File: src/rtl/uolpc_pkg.sv
// package: register map, field positions and timing for line/power control
package uolpc_pkg;
    // register byte offsets (no offsets printed, chosen locally)
    localparam logic [7:0] OFF_LINE_STATUS  = 8'h00;
    localparam logic [7:0] OFF_LINE_CONTROL = 8'h04;
    localparam logic [7:0] OFF_POWER_CTRL   = 8'h08;
    localparam logic [7:0] OFF_EVENT_FLAGS  = 8'h0C;
    // status fields
    localparam int ST_ID        = 7;
    localparam int ST_LSTABLE   = 5;
    localparam int ST_SESS_VAL  = 3;
    localparam int ST_B_SESSEND = 2;
    localparam int ST_A_VBUSVAL = 0;
    // control fields
    localparam int CT_DP_PU  = 7;
    localparam int CT_DM_PU  = 6;
    localparam int CT_DP_PD  = 5;
    localparam int CT_DM_PD  = 4;
    localparam int CT_VB_ON  = 3;
    localparam int CT_SW_PUL = 2;
    localparam int CT_VB_CHG = 1;
    localparam int CT_VB_DIS = 0;
    // power control fields
    localparam int PW_ACT_PND = 7;
    localparam int PW_SLP_GRD = 4;
    localparam int PW_BUSY    = 3;
    localparam int PW_SUSPEND = 1;
    localparam int PW_ENABLE  = 0;
    // event flag fields (write one to clear)
    localparam int EV_ID_CHG   = 7;
    localparam int EV_LINE_CHG = 5;
    localparam int EV_ACTIVITY = 4;
    localparam int EV_SESS_CHG = 3;
    localparam int EV_SEND_CHG = 2;
    localparam int EV_VBUS_CHG = 0;
    // writable masks and reset values
    localparam logic [7:0] CTRL_WMASK  = 8'hFF;
    localparam logic [7:0] PWR_WMASK   = 8'h13;
    localparam logic [7:0] EV_MASK     = 8'hBD;
    localparam logic [7:0] CTRL_RESET  = 8'h00;
    localparam logic [7:0] PWR_RESET   = 8'h00;
    // timing
    localparam int CLK_HZ          = 20_000_000;
    localparam int STABLE_TIME_US  = 1000;
    localparam int STABLE_CYCLES   = CLK_HZ / 1_000_000 * STABLE_TIME_US;
    localparam int BUSY_DRAIN_CYC  = 4;
    localparam logic [1:0] RESP_OKAY   = 2'h0;
    localparam logic [1:0] RESP_SLVERR = 2'h2;
endpackage

File: src/rtl/uolpc_top.sv
// design: usb otg line state, pull resistor, vbus and power control block
module uolpc_top (
    input  wire logic        mclk_in,
    input  wire logic        reset_n_in,
    input  wire logic [7:0]  s_axi_awaddr_in,
    input  wire logic        s_axi_awvalid_in,
    output logic             s_axi_awready_out,
    input  wire logic [31:0] s_axi_wdata_in,
    input  wire logic [3:0]  s_axi_wstrb_in,
    input  wire logic        s_axi_wvalid_in,
    output logic             s_axi_wready_out,
    output logic [1:0]       s_axi_bresp_out,
    output logic             s_axi_bvalid_out,
    input  wire logic        s_axi_bready_in,
    input  wire logic [7:0]  s_axi_araddr_in,
    input  wire logic        s_axi_arvalid_in,
    output logic             s_axi_arready_out,
    output logic [31:0]      s_axi_rdata_out,
    output logic [1:0]       s_axi_rresp_out,
    output logic             s_axi_rvalid_out,
    input  wire logic        s_axi_rready_in,
    input  wire logic        id_pin_in,
    input  wire logic        session_valid_in,
    input  wire logic        b_session_end_in,
    input  wire logic        a_vbus_valid_in,
    input  wire logic        line_se0_in,
    input  wire logic        line_j_level_in,
    input  wire logic        bus_activity_in,
    input  wire logic        irq_generated_in,
    input  wire logic        core_active_in,
    input  wire logic [3:0]  hw_pulls_in,
    output logic             dplus_pullup_en_out,
    output logic             dminus_pullup_en_out,
    output logic             dplus_pulldown_en_out,
    output logic             dminus_pulldown_en_out,
    output logic             vbus_power_on_out,
    output logic             vbus_charge_en_out,
    output logic             vbus_discharge_en_out,
    output logic             usb_clk_gate_en_out,
    output logic             xcvr_low_power_out,
    output logic             analog_enable_out,
    output logic             pins_owned_out,
    output logic             sleep_block_out
);

    // ****************************************************************
    // state
    // ****************************************************************
    typedef enum logic [1:0] {
        UOLPC_IDLE = 2'b00,
        UOLPC_WRSP = 2'b01,
        UOLPC_RRSP = 2'b10
    } uolpc_bus_t;

    typedef struct packed {
        logic [5:0]  s1;        // first synchroniser stage
        logic [5:0]  s2;        // synchronised inputs
        logic [3:0]  lvl_prev;  // s2 cable/vbus levels one cycle earlier
        logic [1:0]  warm;      // synchroniser fill count after reset
        logic [1:0]  line_prev; // last sampled line pair
        logic [1:0]  line_stab; // last stable line pair
        logic [14:0] cnt;
        logic        stable;
        logic        act_s1;
        logic        act_s2;
        logic [7:0]  ctrl;
        logic [7:0]  pwr;
        logic [7:0]  ev;
        logic        act_pnd;
        logic [2:0]  drain;
        logic        busy;
        logic        aw_got;
        logic        w_got;
        logic [7:0]  awaddr;
        logic [31:0] wdata;
        logic [3:0]  wstrb;
        uolpc_bus_t  wst;
        uolpc_bus_t  rst;
        logic [1:0]  bresp;
        logic [31:0] rdata;
        logic [1:0]  rresp;
        logic [6:0]  outs;
        logic [4:0]  pmo;       // clk gate, lowpwr, analog, pins, sleep
    } uolpc_state_t;

    uolpc_state_t s_reg;
    uolpc_state_t s_next;

    // decode of a register offset, shared by read and write paths
    function automatic logic [1:0] uolpc_dec(input logic [7:0] a);
        case (a)
            uolpc_pkg::OFF_LINE_STATUS:  uolpc_dec = 2'h0;
            uolpc_pkg::OFF_LINE_CONTROL: uolpc_dec = 2'h1;
            uolpc_pkg::OFF_POWER_CTRL:   uolpc_dec = 2'h2;
            default:                     uolpc_dec = 2'h3;
        endcase
    endfunction

    function automatic logic uolpc_mapped(input logic [7:0] a);
        uolpc_mapped = (a == uolpc_pkg::OFF_LINE_STATUS)
                    || (a == uolpc_pkg::OFF_LINE_CONTROL)
                    || (a == uolpc_pkg::OFF_POWER_CTRL)
                    || (a == uolpc_pkg::OFF_EVENT_FLAGS);
    endfunction

    localparam logic [14:0] STABLE_LAST =
        15'(uolpc_pkg::STABLE_CYCLES - 1);

    logic [7:0]  stat_v;
    logic        en;
    logic [3:0]  pulls;
    logic        wr_fire;
    logic [7:0]  wlo;
    logic [1:0]  wsel;

    // ****************************************************************
    // next state
    // ****************************************************************
    always_comb begin
        s_next = s_reg;
        en     = s_reg.pwr[uolpc_pkg::PW_ENABLE];
        // two-flop synchronisers; only s2 is read below
        s_next.s1 = {id_pin_in, session_valid_in, b_session_end_in,
                     a_vbus_valid_in, line_se0_in, line_j_level_in};
        s_next.s2 = s_reg.s1;
        s_next.act_s1 = bus_activity_in;
        s_next.act_s2 = s_reg.act_s1;
        // change detection compares s2 with its own delayed copy, never s1
        s_next.lvl_prev = s_reg.s2[5:2];
        if (s_reg.warm != 2'h3) begin
            s_next.warm = s_reg.warm + 2'h1;
        end
        // status word assembled from synchronised levels
        stat_v = 8'h00;
        stat_v[uolpc_pkg::ST_ID]        = s_reg.s2[5];
        stat_v[uolpc_pkg::ST_LSTABLE]   = s_reg.stable;
        stat_v[uolpc_pkg::ST_SESS_VAL]  = s_reg.s2[4];
        stat_v[uolpc_pkg::ST_B_SESSEND] = s_reg.s2[3];
        stat_v[uolpc_pkg::ST_A_VBUSVAL] = s_reg.s2[2];
        // 1 ms stability timer restarts on any change of se0/j pair
        s_next.line_prev = s_reg.s2[1:0];
        if (s_reg.s2[1:0] != s_reg.line_prev) begin
            s_next.cnt    = 15'h0000;
            s_next.stable = 1'b0;
        end else if (s_reg.cnt != STABLE_LAST) begin
            s_next.cnt = s_reg.cnt + 15'h0001;
        end else begin
            s_next.stable = 1'b1;
        end
        // write path
        wr_fire = (s_reg.wst == UOLPC_IDLE) && s_reg.aw_got && s_reg.w_got;
        wlo  = s_reg.wdata[7:0];
        wsel = uolpc_dec(s_reg.awaddr);
        if (wr_fire && s_reg.wstrb[0]) begin
            if (wsel == 2'h1) begin
                s_next.ctrl = wlo & uolpc_pkg::CTRL_WMASK;
            end else if (wsel == 2'h2) begin
                s_next.pwr = wlo & uolpc_pkg::PWR_WMASK;
            end else if (s_reg.awaddr == uolpc_pkg::OFF_EVENT_FLAGS) begin
                s_next.ev = s_reg.ev & ~wlo;
            end
        end
        // set wins over clear: applied after the write
        if (s_reg.stable == 1'b0 && s_next.stable
            && s_reg.s2[1:0] != s_reg.line_stab) begin
            s_next.ev[uolpc_pkg::EV_LINE_CHG] = 1'b1;
        end
        if (!s_reg.stable && s_next.stable) begin
            s_next.line_stab = s_reg.s2[1:0];
        end
        // level changes; ignored until the synchroniser has filled, so
        // the idle levels seen after reset do not look like edges
        if (s_reg.warm == 2'h3 && s_reg.s2[5] != s_reg.lvl_prev[3]) begin
            s_next.ev[uolpc_pkg::EV_ID_CHG] = 1'b1;
        end
        if (s_reg.warm == 2'h3 && s_reg.s2[4] != s_reg.lvl_prev[2]) begin
            s_next.ev[uolpc_pkg::EV_SESS_CHG] = 1'b1;
        end
        if (s_reg.warm == 2'h3 && s_reg.s2[3] != s_reg.lvl_prev[1]) begin
            s_next.ev[uolpc_pkg::EV_SEND_CHG] = 1'b1;
        end
        if (s_reg.warm == 2'h3 && s_reg.s2[2] != s_reg.lvl_prev[0]) begin
            s_next.ev[uolpc_pkg::EV_VBUS_CHG] = 1'b1;
        end
        if (s_reg.act_s2) begin
            s_next.ev[uolpc_pkg::EV_ACTIVITY] = 1'b1;
        end
        // activity pending: set on activity while enabled, cleared once irq issued
        if (s_reg.act_s2 && en) begin
            s_next.act_pnd = 1'b1;
        end else if (irq_generated_in) begin
            s_next.act_pnd = 1'b0;
        end
        // busy drains for a few cycles after disable
        if (en || core_active_in) begin
            s_next.drain = 3'(uolpc_pkg::BUSY_DRAIN_CYC);
        end else if (s_reg.drain != 3'h0) begin
            s_next.drain = s_reg.drain - 3'h1;
        end
        s_next.busy = en || core_active_in || (s_reg.drain != 3'h0);
        // pin and power outputs; all but sleep block forced off while disabled
        pulls = s_reg.ctrl[uolpc_pkg::CT_SW_PUL] ? s_reg.ctrl[7:4]
                                                 : hw_pulls_in;
        s_next.outs = en ? {pulls, s_reg.ctrl[uolpc_pkg::CT_VB_ON],
                            s_reg.ctrl[uolpc_pkg::CT_VB_CHG],
                            s_reg.ctrl[uolpc_pkg::CT_VB_DIS]}
                         : 7'h00;
        s_next.pmo[4] = en && !s_reg.pwr[uolpc_pkg::PW_SUSPEND];
        s_next.pmo[3] = en && s_reg.pwr[uolpc_pkg::PW_SUSPEND];
        s_next.pmo[2] = en;
        s_next.pmo[1] = en;
        s_next.pmo[0] = s_reg.pwr[uolpc_pkg::PW_SLP_GRD]
                        && (s_reg.act_s2 || s_reg.act_pnd);
        // write channel handshake; response once both halves held
        if (s_axi_awvalid_in && s_axi_awready_out) begin
            s_next.aw_got = 1'b1;
            s_next.awaddr = s_axi_awaddr_in;
        end
        if (s_axi_wvalid_in && s_axi_wready_out) begin
            s_next.w_got = 1'b1;
            s_next.wdata = s_axi_wdata_in;
            s_next.wstrb = s_axi_wstrb_in;
        end
        case (s_reg.wst)
            UOLPC_IDLE: begin
                if (wr_fire) begin
                    s_next.wst    = UOLPC_WRSP;
                    s_next.aw_got = 1'b0;
                    s_next.w_got  = 1'b0;
                    s_next.bresp  = uolpc_mapped(s_reg.awaddr)
                                  ? uolpc_pkg::RESP_OKAY
                                  : uolpc_pkg::RESP_SLVERR;
                end
            end
            UOLPC_WRSP: begin
                if (s_axi_bready_in) begin
                    s_next.wst = UOLPC_IDLE;
                end
            end
            default: s_next.wst = UOLPC_IDLE;
        endcase
        // read channel: one-cycle accept then data
        case (s_reg.rst)
            UOLPC_IDLE: begin
                if (s_axi_arvalid_in) begin
                    s_next.rst   = UOLPC_RRSP;
                    s_next.rresp = uolpc_mapped(s_axi_araddr_in)
                                 ? uolpc_pkg::RESP_OKAY
                                 : uolpc_pkg::RESP_SLVERR;
                    case (uolpc_dec(s_axi_araddr_in))
                        2'h0: s_next.rdata = {24'h000000, stat_v};
                        2'h1: s_next.rdata = {24'h000000, s_reg.ctrl};
                        2'h2: s_next.rdata = {24'h000000,
                                  s_reg.act_pnd, 2'b00,
                                  s_reg.pwr[uolpc_pkg::PW_SLP_GRD],
                                  s_reg.busy, 1'b0,
                                  s_reg.pwr[1:0]};
                        default: s_next.rdata =
                            (s_axi_araddr_in == uolpc_pkg::OFF_EVENT_FLAGS)
                            ? {24'h000000, s_reg.ev & uolpc_pkg::EV_MASK}
                            : 32'h00000000;
                    endcase
                end
            end
            UOLPC_RRSP: begin
                if (s_axi_rready_in) begin
                    s_next.rst = UOLPC_IDLE;
                end
            end
            default: s_next.rst = UOLPC_IDLE;
        endcase
    end

    // ****************************************************************
    // registers
    // ****************************************************************
    always_ff @(posedge mclk_in) begin
        if (!reset_n_in) begin
            s_reg      <= '0;
            s_reg.ctrl <= uolpc_pkg::CTRL_RESET;
            s_reg.pwr  <= uolpc_pkg::PWR_RESET;
            s_reg.wst  <= UOLPC_IDLE;
            s_reg.rst  <= UOLPC_IDLE;
        end else begin
            s_reg <= s_next;
        end
    end

    // outputs straight from flops
    assign s_axi_awready_out      = !s_reg.aw_got;
    assign s_axi_wready_out       = !s_reg.w_got;
    assign s_axi_bvalid_out       = (s_reg.wst == UOLPC_WRSP);
    assign s_axi_bresp_out        = s_reg.bresp;
    assign s_axi_arready_out      = (s_reg.rst == UOLPC_IDLE);
    assign s_axi_rvalid_out       = (s_reg.rst == UOLPC_RRSP);
    assign s_axi_rdata_out        = s_reg.rdata;
    assign s_axi_rresp_out        = s_reg.rresp;
    assign dplus_pullup_en_out    = s_reg.outs[6];
    assign dminus_pullup_en_out   = s_reg.outs[5];
    assign dplus_pulldown_en_out  = s_reg.outs[4];
    assign dminus_pulldown_en_out = s_reg.outs[3];
    assign vbus_power_on_out      = s_reg.outs[2];
    assign vbus_charge_en_out     = s_reg.outs[1];
    assign vbus_discharge_en_out  = s_reg.outs[0];
    assign usb_clk_gate_en_out    = s_reg.pmo[4];
    assign xcvr_low_power_out     = s_reg.pmo[3];
    assign analog_enable_out      = s_reg.pmo[2];
    assign pins_owned_out         = s_reg.pmo[1];
    assign sleep_block_out        = s_reg.pmo[0];

    // ****************************************************************
    // assertions
    // ****************************************************************
    property p_off_outputs;
        @(posedge mclk_in) disable iff (!reset_n_in)
        !s_reg.pwr[0] |=> (s_reg.outs == 7'h00);
    endproperty
    a_off_outputs: assert property (p_off_outputs)
        else $error("outputs active while disabled");

    property p_stable_clear;
        @(posedge mclk_in) disable iff (!reset_n_in)
        (s_reg.s2[1:0] != s_reg.line_prev) |=> !s_reg.stable;
    endproperty
    a_stable_clear: assert property (p_stable_clear)
        else $error("line stable kept across change");

    property p_stable_set;
        @(posedge mclk_in) disable iff (!reset_n_in)
        $rose(s_reg.stable) |-> s_reg.cnt == STABLE_LAST;
    endproperty
    a_stable_set: assert property (p_stable_set)
        else $error("line stable set early");

    property p_sleep;
        @(posedge mclk_in) disable iff (!reset_n_in)
        !s_reg.pwr[4] |=> !sleep_block_out;
    endproperty
    a_sleep: assert property (p_sleep)
        else $error("sleep blocked without guard");

    property p_busy;
        @(posedge mclk_in) disable iff (!reset_n_in)
        s_reg.pwr[0] |=> s_reg.busy;
    endproperty
    a_busy: assert property (p_busy)
        else $error("busy low while enabled");

    property p_suspend;
        @(posedge mclk_in) disable iff (!reset_n_in)
        (s_reg.pwr[1] && s_reg.pwr[0]) |=>
            (!usb_clk_gate_en_out && xcvr_low_power_out);
    endproperty
    a_suspend: assert property (p_suspend)
        else $error("suspend not applied");

    property p_sw_pull;
        @(posedge mclk_in) disable iff (!reset_n_in)
        (s_reg.pwr[0] && s_reg.ctrl[2]) |=>
            (s_reg.outs[6:3] == $past(s_reg.ctrl[7:4]));
    endproperty
    a_sw_pull: assert property (p_sw_pull)
        else $error("software pulls not applied");

    property p_vbus;
        @(posedge mclk_in) disable iff (!reset_n_in)
        s_reg.pwr[0] |=> (vbus_power_on_out == $past(s_reg.ctrl[3]));
    endproperty
    a_vbus: assert property (p_vbus)
        else $error("vbus power mismatch");

    property p_rd_zero;
        @(posedge mclk_in) disable iff (!reset_n_in)
        s_axi_rvalid_out |-> (s_axi_rdata_out[31:8] == 24'h000000);
    endproperty
    a_rd_zero: assert property (p_rd_zero)
        else $error("upper read bits not zero");

endmodule

File: config.mk
export PLATFORM = sky130hd
export DESIGN_NAME = uolpc_top
export DESIGN_NICKNAME = d
export VERILOG_FILES = /design/src/rtl/uolpc_pkg.sv /design/src/rtl/uolpc_top.sv
export SDC_FILE = /design/constraint.sdc
export NUM_CORES = 1
export LEC_CHECK = 0
export BUFFER_PORTS_ARGS = -buffer_cell sky130_fd_sc_hd__buf_4
export CORE_MARGIN = 1
export CORE_UTILIZATION = 30
export CTS_CLUSTER_DIAMETER = 120
export CTS_CLUSTER_SIZE = 30
export DETAILED_ROUTE_END_ITERATION = 10
export SETUP_SLACK_MARGIN = 0.2
export SYNTH_ARGS = -nofsm -noshare
export SYNTH_HDL_FRONTEND = slang
export SYNTH_SLANG_ARGS = --single-unit
File: constraint.sdc
create_clock -name mclk_in -period 4.25 [get_ports mclk_in]
set_clock_uncertainty 0.2 [all_clocks]
set_input_delay 0.425 -clock mclk_in [delete_from_list [all_inputs] [get_ports mclk_in]]
set_output_delay 0.425 -clock mclk_in [all_outputs]
set_load 0.02 [all_outputs]
## Word-level counts from Yosys, hierarchy flattened

Cells that the tools add are included.
Widths: inputs -> output; s select.

- Bits in latches: 0
- Memories: 0
- Logic and storage cells: 181
- ROM bits: 0
- RAM bits: 0
- Output and inout bits: 53
- Flip-flop bits (word level): 135
- Input port bits: 72

- $add $sub $neg: 3
- Multipliers: 0
- Shift-type cells: 0
- Magnitude comparators: 0
- Eq/ne operators: 37
- Mux-type cells: 35
- Reductions and logical operators: 65
- Bitwise logic cells: 6
- Div/mod/pow operators: 0

Operators with widths:

| operator | number |
|---|---|
| $mux 8 | 5 |
| $eq 8x4->1 const B | 4 |
| $reduce_and 4->1 | 7 |
| $reduce_bool 2->1 | 14 |
| $ne 2x1->1 const B | 12 |
| $pmux 8 s3 | 1 |
| $mux 2 | 10 |
| $eq 8x3->1 const B | 2 |
| $logic_and 1x1->1 | 16 |
| $logic_not 8->1 | 2 |
| $add 15x1->15 const B | 1 |
| $ne 15x15->1 const B | 1 |
| $mux 1 | 12 |
| $pmux 2 s3 | 2 |
| $reduce_and 2->1 | 6 |
| $ne 2x2->1 const B | 5 |
| $logic_or 1x1->1 | 9 |
| $and 8x8->8 | 1 |
| $eq 2x2->1 const B | 4 |
| $not 8->8 | 1 |
| $pmux 2 s2 | 2 |
| $eq 2x1->1 const B | 3 |
| $logic_not 2->1 | 3 |
| $mux 3 | 2 |
| other kinds (10) | 21 |

## Depth between registers and ports, before layout

- Word-level depth: 7
- Gate-level depth with buffers: 6

## Worst setup path after synthesis

No wires, ideal clock.

- Path type: register to register
- From: register s_reg[88] in the netlist's numbering
- To: register s_reg, in the netlist en
- Data arrival time: 1.678 ns
- Library setup time: 0.128 ns
- Required time: 3.922 ns
- Cell stages (with the launch flop): 6
- Setup slack: 2.244 ns
- Clock period less this slack: 2.006 ns
- Cells stage by stage: dfxtp_1 > or4_4 > or4_1 > clkbuf_1 > mux2i_1 > nor2_1

- Longest elaborated chain between the ends: 5
- Elaborated cells between the ends (all ways): 8
- Classes of those cells: eq/ne: 4; mux: 1; bitwise: 1; reduce/logical: 2

Ends and longest elaborated chain:

| what | line | source |
|---|---|---|
| start, declared | uolpc_top.sv:86 | `uolpc_state_t s_reg;` |
| start signal, assigned | uolpc_top.sv:285 | `s_reg <= s_next;` |
| $eq 8x4->1, or another cell as far along | uolpc_top.sv:91 | `case (a)` |
| $pmux 2 s3 * | uolpc_top.sv:91 |  |
| $eq 2x1->1 | uolpc_top.sv:155 | `if (wsel == 2'h1) begin` |
| $not 1->1 (no source line) | - |  |
| $reduce_and 3->1 (no source line) * | - |  |

Mark *: on every way between the ends. The rest lies on a longest branch, timed or not.
A chain may end at the register's enable or synchronous reset.

## Final worst setup path

- From: register s_reg[88] in the netlist's numbering
- To: register s_reg[124] in the netlist's numbering

- Longest elaborated chain between the ends: 4
- Elaborated cells between the ends (all ways): 6
- Classes of those cells: eq/ne: 3; mux: 1; reduce/logical: 2

Ends and longest elaborated chain:

| what | line |
|---|---|
| $eq 8x4->1, or another cell as far along | uolpc_top.sv:91 |
| $pmux 2 s3 * | uolpc_top.sv:91 |
| $eq 2x1->1 * | uolpc_top.sv:155 |
| $reduce_and 2->1 (no source line) * | - |

Marked as above.

==> out/metrics.cfg <==
[drt]
vias = 3143
wl_um = 8880
ant_nets = 0
drtIter0Drc = 183
wl_per_cell_um = 12.8
viasPerCell = 4.52
drcViolationCount = 0
first_pass_iters = 4

[global_routing]
antenna_found_initial = 0
grt_use_met1 = 0.166
grt_overflow = 0
track_usage = 0.127
grt_max_degree = 49
grt_first_pass_wirelength_um = 14800
grt.busiest_layer = met2
grtUsageMet3 = 0.0323
use_met2 = 0.207
grt_pass1_vias = 3099

[power_and_ir_drop]
vdd_drop_max_uv = 206
p_per_area_nw_per_um2 = 400
p_leak_uw = 0.00214

[timing]
period_minus_slack_ns = 2.29
setup_slack_ns = 1.96
fmax_mhz = 437
relSlewSlack = 0.399
finalHoldViolCount = 0
setup_viol = 0
setup_tns_ns = 0
rsz0062_at_grt = no
whs_ns = 0.101
maxSlewViolCount = 0
tightest_slew_ns = 0.900
final.period_utilization = 0.538

[clocking]
root_buffer = clkbuf_16
cts_hold_buf = 0
clock-sinks = 104
post_cts_buffers = 0
clk_pin_slew_ns = 0.07
cts_made_buffers = 9
cts_tree = done
cts_buffer_depth = 2
ctsResizeCount = 0
clock_latency_ns = 0.34
htree_levels = 3

[place]
placed_area_sq_um = 4810
pre_cts_slack_ns = 2.00
gp_congestion = 0.746
dp_hpwl_um = 6500
io_buffers = 71

[cells_and_area]
area_delta_synth_final_pct = 19.3
final_nets = 588
register_area_sq_um = 2080
drive_above_1_share = 0.198
n_fill_cell = 1403
final_cell_mix = 104 x dfxtp_1, 73 x buf_4, 50 x nor2_1, 42 x nand2_1, 29 x mux2i_1
final_common_cell = dfxtp_1
antenna_cells = 0
multi_input_area_sq_um = 1900
largest_reg_flops = 69
final_area_sq_um = 5120

[critical_path]
crit_type = flip-flop to flip-flop
endpoint_kind = flip-flop
cp-start-kind = flip-flop
crit_required_ns = 4.25
path_max_fanout = 8
worst_ep_arrival_time_ns = 2.29

[logic_synthesis]
synth_seq_cells = 104
yosys_warnings = 0
synth_ff_type = dfxtp_1
synth_edf_count = 0
ys_seq_area_frac = 0.485
async_flop_share = 0
syn_area_per_cell_sq_um = 9.39
syn_inst = 457
synth.distinct_cells = 44
mappedNetlistArea_sq_um = 4290

[floorplan]
ios = 125
start_util = 0.308
core_area_sq_um = 13900
die_h_um = 122
chipWidth_um = 122
rows = 43
die_area_sq_um = 14800

[run]
maxCapViolations = 0

[min_path]
hp-class = primary input to flip-flop

[run_status]
status = finished clean

through the flow:
stage,utilization,power [uW],cells
final,0.367,2050,696
after global routing,0.367,2140,696
after CTS,0.367,2070,696
after detailed placement,0.345,1230,680
after global placement,0.345,1230,680
after floorplan,-,1190,482
final cells by class:
type,count,area share
sequential,104,0.407
clock inverter,5,0.0105
clock buffer,11,0.0494
tap,180,0.0440
inverter,16,0.0117
multi-input combinational,307,0.371
timing repair buffer,73,0.107
power by group:
group	total, uW	leakage (uW)	internal (uW)	switching, uW
sequential	1030	0.000847	1010	22.3
combinational	179	0.00114	76.1	103
clock	838	0.000156	488	350
total	2050	0.00214	1570	476
final timing paths:
check	slack, ns	cells after the start	end	start
max	1.96	4	s_reg[124]	s_reg[88]
min	0.10	2	s_next[127]	bus_activity_in
max reg2reg	1.96	4	s_reg[124]	s_reg[88]
min reg2reg	0.23	1	s_next[153]	s_next[159]
cell usage after synthesis, drive strengths merged, types with 10 or more instances:
cell type	instances	area share
and2	20	0.029
xor2	10	0.020
o21ai	10	0.012
nor2	50	0.044
clkbuf	16	0.014
buf	39	0.066
inv	16	0.014
a21oi	27	0.031
mux2i	29	0.068
nand2	42	0.037
dfxtp	104	0.49
layer usage:
metal,vias up,wire length [um]
met1,1482,4120
li1,1585,-
met3,8,427
met2,68,4250
met5,-,0
met4,0,82
logic make-up after synthesis:
group / after synthesis / synth area share
XOR/XNOR: 18 / 0.0367
buffers and inverters: 71 / 0.0945
AND/OR/NAND/NOR: 170 / 0.204
other: 1 / 0.000874
flip-flops: 104 / 0.485
multiplexers: 33 / 0.0860
AO/OA/AOI/OAI: 55 / 0.0782
adder cells (fa/ha/maj): 5 / 0.0146
critical path: stages (launching register included):
cell and delay (ns):
dfxtp_1 0.32, or4_4 0.57, nor4_4 0.73, mux2i_1 0.27, nor2_1 0.06
Note: power is estimated with default switching activity, not from simulation.
